--- src/irrs_pkg.sv ---
// Behaviour
// - The transceiver has no mode after power-up, so the host sets a rate mode before any traffic.
// - The host leaves the static rate pin undriven when it is unused or the device is in standby.
// - A programming sequence starts by raising the shutdown/mode input before setting transmit data.
// - Transmit data carries the wanted mode and stays stable at least 200 ns before shutdown/mode falls.
// - After a high-bandwidth request transmit data stays high at least 200 ns after the falling edge.
// - After a low-bandwidth request transmit data stays low at least 200 ns after the falling edge.
package irrs_pkg;
   localparam int unsigned CLK_FREQ_HZ  = 25_000_000;
   localparam int unsigned T_SETUP_NS   = 200;
   localparam int unsigned T_HOLD_NS    = 200;
   localparam int unsigned T_HIGH_NS    = 200;
   localparam int unsigned CLK_PERIOD_NS = 1_000_000_000 / CLK_FREQ_HZ;
   localparam int unsigned SETUP_CYC =
      (T_SETUP_NS + CLK_PERIOD_NS - 1) / CLK_PERIOD_NS;
   localparam int unsigned HOLD_CYC  =
      (T_HOLD_NS + CLK_PERIOD_NS - 1) / CLK_PERIOD_NS;
   localparam int unsigned HIGH_CYC  =
      (T_HIGH_NS + CLK_PERIOD_NS - 1) / CLK_PERIOD_NS;
   localparam int unsigned CNT_W     = 4;
   localparam logic [3:0]  CNT_ZERO  = 4'h0;
   localparam logic        MODE_LOW  = 1'b0;
   localparam logic        MODE_HIGH = 1'b1;

   typedef enum logic [2:0] {
      IRRS_IDLE,
      IRRS_RAISE,
      IRRS_SETUP,
      IRRS_HOLD,
      IRRS_DONE
   } irrs_state_t;

   // Pins toward the transceiver
   typedef struct packed {
      logic txd;
      logic shutdown_rate_prog_in;
      logic rate_pin_out;
      logic rate_pin_oe;
   } irrs_pins_t;
endpackage

--- src/irrs_host.sv ---
`timescale 1ns/1ps
module irrs_host (
   // Clock and reset
   input  wire logic              i_clk,
   input  wire logic              i_rst_n,
   // Command
   input  wire logic              i_prog_start,
   input  wire logic              i_prog_high,
   input  wire logic              i_static_en,
   input  wire logic              i_static_high,
   input  wire logic              i_shutdown,
   input  wire logic              i_tx_data,
   // Status
   output logic                   o_busy,
   output logic                   o_mode_valid,
   output logic                   o_mode_high,
   // Transceiver pins
   output irrs_pkg::irrs_pins_t   o_pins
);
   import irrs_pkg::*;

   // Refuse timing counts that the down-counter cannot hold
   if (SETUP_CYC < 1 || HOLD_CYC < 1 || HIGH_CYC < 1 ||
       SETUP_CYC > 15 || HOLD_CYC > 15 || HIGH_CYC > 15) begin : g_bad_timing
      $error("irrs_host: timing counts out of range");
   end

   irrs_state_t      state_reg, state_next;
   logic [CNT_W-1:0] cnt_reg, cnt_next;
   logic             req_reg, req_next;
   logic             valid_reg, valid_next;
   logic             mhigh_reg, mhigh_next;
   irrs_pins_t       pins_reg, pins_next;

   always_comb begin
      state_next = state_reg;
      cnt_next   = cnt_reg;
      req_next   = req_reg;
      valid_next = valid_reg;
      mhigh_next = mhigh_reg;
      pins_next  = pins_reg;
      // Static pin drives only when enabled and not in shutdown, floats otherwise
      pins_next.rate_pin_oe  = i_static_en && !i_shutdown;
      pins_next.rate_pin_out = i_static_high;
      case (state_reg)
         IRRS_IDLE: begin
            pins_next.shutdown_rate_prog_in = i_shutdown;
            pins_next.txd     = (valid_reg && !i_shutdown) ? i_tx_data : 1'b0;
            if (i_static_en) begin
               valid_next = 1'b1;
               mhigh_next = i_static_high;
            end
            if (i_prog_start) begin
               req_next          = i_prog_high;
               pins_next.shutdown_rate_prog_in = 1'b1;
               pins_next.txd     = 1'b0;
               cnt_next          = HIGH_CYC[CNT_W-1:0];
               state_next        = IRRS_RAISE;
            end
         end
         IRRS_RAISE: begin
            if (cnt_reg <= 4'h1) begin
               pins_next.txd = req_reg;
               cnt_next      = SETUP_CYC[CNT_W-1:0];
               state_next    = IRRS_SETUP;
            end else begin
               cnt_next = cnt_reg - 4'h1;
            end
         end
         IRRS_SETUP: begin
            if (cnt_reg <= 4'h1) begin
               pins_next.shutdown_rate_prog_in = 1'b0;
               cnt_next          = HOLD_CYC[CNT_W-1:0];
               state_next        = IRRS_HOLD;
            end else begin
               cnt_next = cnt_reg - 4'h1;
            end
         end
         IRRS_HOLD: begin
            if (cnt_reg <= 4'h1) begin
               pins_next.txd = 1'b0;
               valid_next    = 1'b1;
               mhigh_next    = req_reg;
               state_next    = IRRS_DONE;
            end else begin
               cnt_next = cnt_reg - 4'h1;
            end
         end
         IRRS_DONE: begin
            cnt_next   = CNT_ZERO;
            state_next = IRRS_IDLE;
         end
         default: begin
            state_next = IRRS_IDLE;
         end
      endcase
   end

   always_ff @(posedge i_clk) begin
      if (!i_rst_n) begin
         state_reg <= IRRS_IDLE;
         cnt_reg   <= CNT_ZERO;
         req_reg   <= MODE_LOW;
         valid_reg <= 1'b0;
         mhigh_reg <= MODE_LOW;
         pins_reg  <= '0;
      end else begin
         state_reg <= state_next;
         cnt_reg   <= cnt_next;
         req_reg   <= req_next;
         valid_reg <= valid_next;
         mhigh_reg <= mhigh_next;
         pins_reg  <= pins_next;
      end
   end

   logic busy_reg;
   always_ff @(posedge i_clk) begin
      if (!i_rst_n)
         busy_reg <= 1'b0;
      else
         busy_reg <= (state_next != IRRS_IDLE);
   end

   assign o_busy       = busy_reg;
   assign o_mode_valid = valid_reg;
   assign o_mode_high  = mhigh_reg;
   assign o_pins       = pins_reg;
endmodule

--- config.mk ---
export PLATFORM = sky130hd
export DESIGN_NAME = irrs_host
export DESIGN_NICKNAME = d
export VERILOG_FILES = /design/src/irrs_pkg.sv /design/src/irrs_host.sv
export SDC_FILE = /design/constraint.sdc
export NUM_CORES = 1
export LEC_CHECK = 0
export ABC_AREA = 1
export ABC_CLOCK_PERIOD_IN_PS = 1200
export BUFFER_PORTS_ARGS = -buffer_cell sky130_fd_sc_hd__buf_4
export CAP_MARGIN = 10
export CORE_UTILIZATION = 32
export CTS_CLUSTER_DIAMETER = 120
export DETAILED_ROUTE_END_ITERATION = 7
export GPL_TIMING_DRIVEN = 0
export RECOVER_POWER = 25
export SYNTH_ARGS = -nofsm -noshare
export SYNTH_HDL_FRONTEND = slang
export SYNTH_SLANG_ARGS = --single-unit
--- constraint.sdc ---
create_clock -name i_clk -period 1.2 [get_ports i_clk]
set_input_delay 0.24 -clock i_clk [delete_from_list [all_inputs] [get_ports i_clk]]
set_output_delay 0.24 -clock i_clk [all_outputs]
set_load 0.005 [all_outputs]
# Yosys cells after proc, flatten, opt, wreduce, memory -nomap -nowiden
# Cells that the tools add are included.
dict set report totals {
  regBits 15
  input_bits 8
  out_inout_bits 7
  elab_cells 57
}
dict set report classes {
  n_addsub 1
  n_lt_le_gt_ge 1
  n_eq_ne 10
  n_mux 20
  n_reduce_logical 15
}
# op n
set ops {}
lappend ops {{$pmux W4 S4} 1}
lappend ops {{$mux W3} 4}
lappend ops {{$mux W4} 3}
lappend ops {{$ne A2 B2 Y1 const B} 6}
lappend ops {{$pmux W3 S4} 1}
lappend ops {{$reduce_and A3 Y1} 3}
lappend ops {{$eq A3 B2 Y1 const B} 2}
lappend ops {{$mux W1} 6}
lappend ops {{$pmux W1 S2} 3}
lappend ops {{$reduce_bool A3 Y1} 2}
lappend ops {{$le A4 B1 Y1 const B} 1}
lappend ops {{$reduce_and A2 Y1} 2}
lappend ops {{$reduce_bool A2 Y1} 2}
lappend ops {{$reduce_bool A4 Y1} 1}
lappend ops {{$sub A4 B1 Y4 const B} 1}
lappend ops {{$eq A3 B1 Y1 const B} 1}
lappend ops {{$eq A3 B3 Y1 const B} 1}
lappend ops {{$logic_not A3 Y1} 1}
lappend ops {{$pmux W1 S3} 1}
lappend ops {{$logic_and A1 B1 Y1} 2}
lappend ops {{$mux W2} 1}
lappend ops {{$reduce_or A2 Y1} 1}
lappend ops {{$logic_not A1 Y1} 1}

# Longest topological paths before layout
dict set report logic_depth {
  depth_word 5
  ltp_mapped 10
  depth_no_buf 10
}

# Worst setup path before layout
# No wires, ideal clock.
dict set report synth_path {
  path_kind {reg-to-reg}
  from {reg cnt_reg[0]}
  to {reg cnt_reg[0]}
  setup_ns 0.116
  arrival_ns 1.255
  required_ns 1.084
  setup_slack_ns -0.171
  path_stages_with_launch 11
  n_path_buf 0
  synth_period_minus_slack_ns 1.371
  path_cell_list {dfxtp_1 -> inv_1 -> ha_1 -> nor2_1 -> nor2_2 -> nand2_2 -> nand2_2 -> nor2_4 -> nand2_1 -> nor2_1 -> nor2_1}
}
dict set report synth_via {
  elab_chain_cells 3
  word_cells_on_any_way 7
  classes_between {add/sub: 1; order compare: 1; eq/ne: 1; mux: 3; reduce/logical: 1}
}
# element line
set synth_lines {}
lappend synth_lines {{start: declaration} irrs_host.sv:29} ;# logic [CNT_W-1:0] cnt_reg, cnt_next;
lappend synth_lines {{start signal: assignment} irrs_host.sv:109} ;# cnt_reg <= cnt_next;
lappend synth_lines {{$sub A4 B1 Y4 / $le A4 B1 Y1 (equally long branches)} -}
lappend synth_lines {{$mux W4, or another cell as far along} irrs_host.sv:80} ;# if (cnt_reg <= 4'h1) begin
lappend synth_lines {{$pmux W4 S4 / $reduce_and A3 Y1 (equally long branches)} -}
# Parallel ways exist; a longest one is shown, timed or not. The select of a mux whose other input is x is not followed.
# A chain may end at the register's enable or synchronous reset.

# Final worst setup path
dict set report layout_path {
  from {reg cnt_reg[1]}
  to {reg cnt_reg[0]}
}
dict set report layout_via {
  elab_chain_cells 3
  word_cells_on_any_way 5
  classes_between {order compare: 1; eq/ne: 1; mux: 2; reduce/logical: 1}
}
# element line
set layout_lines {}
lappend layout_lines {{$le A4 B1 Y1 (*)} {irrs_host.sv:62, irrs_host.sv:71, irrs_host.sv:80}}
lappend layout_lines {{$mux W4 / $ne A2 B2 Y1 (equally long branches)} -}
lappend layout_lines {{$pmux W4 S4 / $reduce_and A3 Y1 (equally long branches)} -}
# Mark *: on every way between the ends. The rest lies on a longest branch, timed or not.

==> run metrics <==
number of global-route vias before repair=689; Setup CP Type=reg2reg; dpl ws=-0.240 ns; initial antenna violation count=0; row count=17; Slowest cell on crit path=dfxtp_2; # fillers=232; final setup margin=-0.159 ns; hold_buf cts=0; synth top area cells=dfxtp_1 (38%), nand2_1 (9.0%), inv_1 (8.6%); placed instance count=155; Mean Syn Cell Area=6.91 µm²; Worst setup SP type=flop; WL per Instance=10.3 µm; Routed WL=1680 µm; layout cells sized above 1=0.326; Mapped Area=788 µm²; largest area contributor in the netlist=dfxtp_1; setup TNS=-0.866 ns; part of the power in the clock network=0.164; #FFs+latches synth=15; XOR/XNOR Fraction of Synth Area=0.0111; Antenna Cells=0; Compound-Gate Fraction of Synth Area=0.173; critical path required time=1.38 ns; Clock Skew=0.00235 ns; switching share of power=0.390; die extent in x=51.6 µm; Layout area overhead=32.4%; utilization after layout=0.458; die area=0.00267 mm²; clock transition at the registers of the reported paths=0.09 ns; Unique masters post-synth=22; RSZ-0062 raised after global routing=yes; core area=0.00228 mm²; post-synthesis mux area share=0; Critical Path End Type=flop; TritonCTS Sinks=15; Cell Count, Final, Fillers Out=163; Seq/Total Area, Yosys=0.381; Final Critical Period=1.36 ns; largest net degree at the start of global routing=11; Psw=704 µW; Fin. Hold Viols=0; Reg power frac=0.379; leak pwr=0.502 nW; Multi-input gate area=460 µm²; All-Layer GR Usage=0.145; maxcap violations=0; worst hold path stage count=2; worst-margin pin slew=0.402 ns; Synth Instances=114; # setup viols final=9; CTS buffer count=3; Worst Hold Class=in2reg; failing checks=negative setup slack; Relative slew margins=0.732; largest family of logic cells by synthesized area=simple AND/OR/NAND/NOR gates; nets=146; top cells by count, synth=nand2_1 (19), inv_1 (18), dfxtp_1 (15); Comb pwr share=0.457; Yosys top cell area share=0.381; status=finished, violations left; clk root buf=clkbuf_4; remaining antenna violation count=0; Post-synth EDFFs=0; Most used DFF post-synth=dfxtp_1; Via Count=781; number of warnings issued by yosys=0; Worst-Skew Late Latency=0.28 ns; ys async rst share=0; Reg2Reg Depth=10; post-DP HPWL=1290 µm; DRC Markers=0; adder and majority gate portion of the synthesized area=0.0317; # IOs=15; Max Buffers Root-to-Sink=2; Synthesized Nets=124; first-pass GRT wire length=2790 µm; Worst Path Arrival=1.54 ns; cell-internal power=1.10 mW; Final Cycle Share=1.13; Die Height=51.6 µm; CP max stage delay=0.37 ns; Register Area=307 µm²; Slew Viols, Final=0; maximum VDD drop=0.793 mV; Synth Area in Simple Gates=0.298; maximum clock rate=736 MHz; DRT iter0 DRCs=5; Max FO, Critical Path=5; Pre-antenna DRT Iters=4; starting density of the core=0.346; port bufs=13; gpl congestion=0.785; via/cell ratio=4.79; crit path cell chain=inv_4 > ha_4 > nor2_4 > nor2_4 > nand2_2 > nand2_2 > nor2_4 > nand2_2 > nor2_1 > nor2_1; power per cell area=1730 mW/mm²; CTS tree=built; htree depth=1; most common cell in the netlist=nand2_1; GRT overflow=0
## timing repair
action / in CTS / in global routing
buffers inserted: 2 / 2
endpoints found under the setup margin: 10 / 11
pin swaps: 10 / 1
gates resized for setup: 9 / 4
## final cells by class
type,instances,share of cell area
Buffer,1,0.00360
Timing Repair Buffer,17,0.122
Tap cell,28,0.0336
Inverter,21,0.0803
Multi-Input combinational cell,77,0.441
Clock buffer,4,0.0252
Sequential cell,15,0.294
## per-stage QoR
step                hold slack [ns]  total power, mW  instance area (µm²)
global placement              0.418             1.37                  940
CTS                           0.107             1.77                 1010
detailed placement            0.427             1.38                  940
finish                        0.121             1.80                 1040
floorplan                     0.318             1.20                  807
global route                 0.0992             1.97                 1040
## worst max-delay path: cells and delay by family (launching register included)
family | cells | cell delay, ns
fa+ha+maj | 1 | 0.17
buf+inv | 1 | 0.06
flops | 1 | 0.37
simple gates | 8 | 0.66
## power groups by stage
stage               Clock (mW)  Sequential (mW)  Combinational, mW
floorplan                    0            0.663              0.535
global placement             0            0.674              0.699
detailed placement           0            0.675              0.708
CTS                      0.307            0.677              0.782
global route             0.332            0.697              0.941
finish                   0.295            0.684              0.824
## kinds of logic (layout without fill, tap and decap cells)
family	count (synthesis)	in the layout
buf+inv	22	43
compound gates	25	25
flops	15	15
simple gates	49	49
fa+ha+maj	2	2
xor+xnor	1	1
## cells in the final DEF, fill, tap and decap left out, drive strengths merged, types with 2 or more instances in the layout
cell | Yosys | final
ha | 2 | 2
inv | 21 | 21
nor2 | 15 | 15
nand3 | 8 | 8
buf | 0 | 17
o21ai | 15 | 15
nand4 | 2 | 2
clkbuf | 1 | 5
nand2 | 23 | 23
a21oi | 6 | 6
a31oi | 2 | 2
dfxtp | 15 | 15
## layer usage
layer,vias up,part of all wire,global-route usage
li1,411,-,-
met1,351,0.48,0.178
met2,15,0.47,0.225
met3,4,0.032,0.0380
met4,0,0.013,0.0856
met5,-,0,0
## path summary, 6_finish.rpt
path              start  slack [ns]    endpoint
max          cnt_reg[1]       -0.16  cnt_reg[0]
min          i_shutdown        0.12   o_pins[0]
max reg2reg  cnt_reg[1]       -0.16  cnt_reg[0]
min reg2reg     req_reg        0.49     req_reg
(Power assumes the default switching activity.)
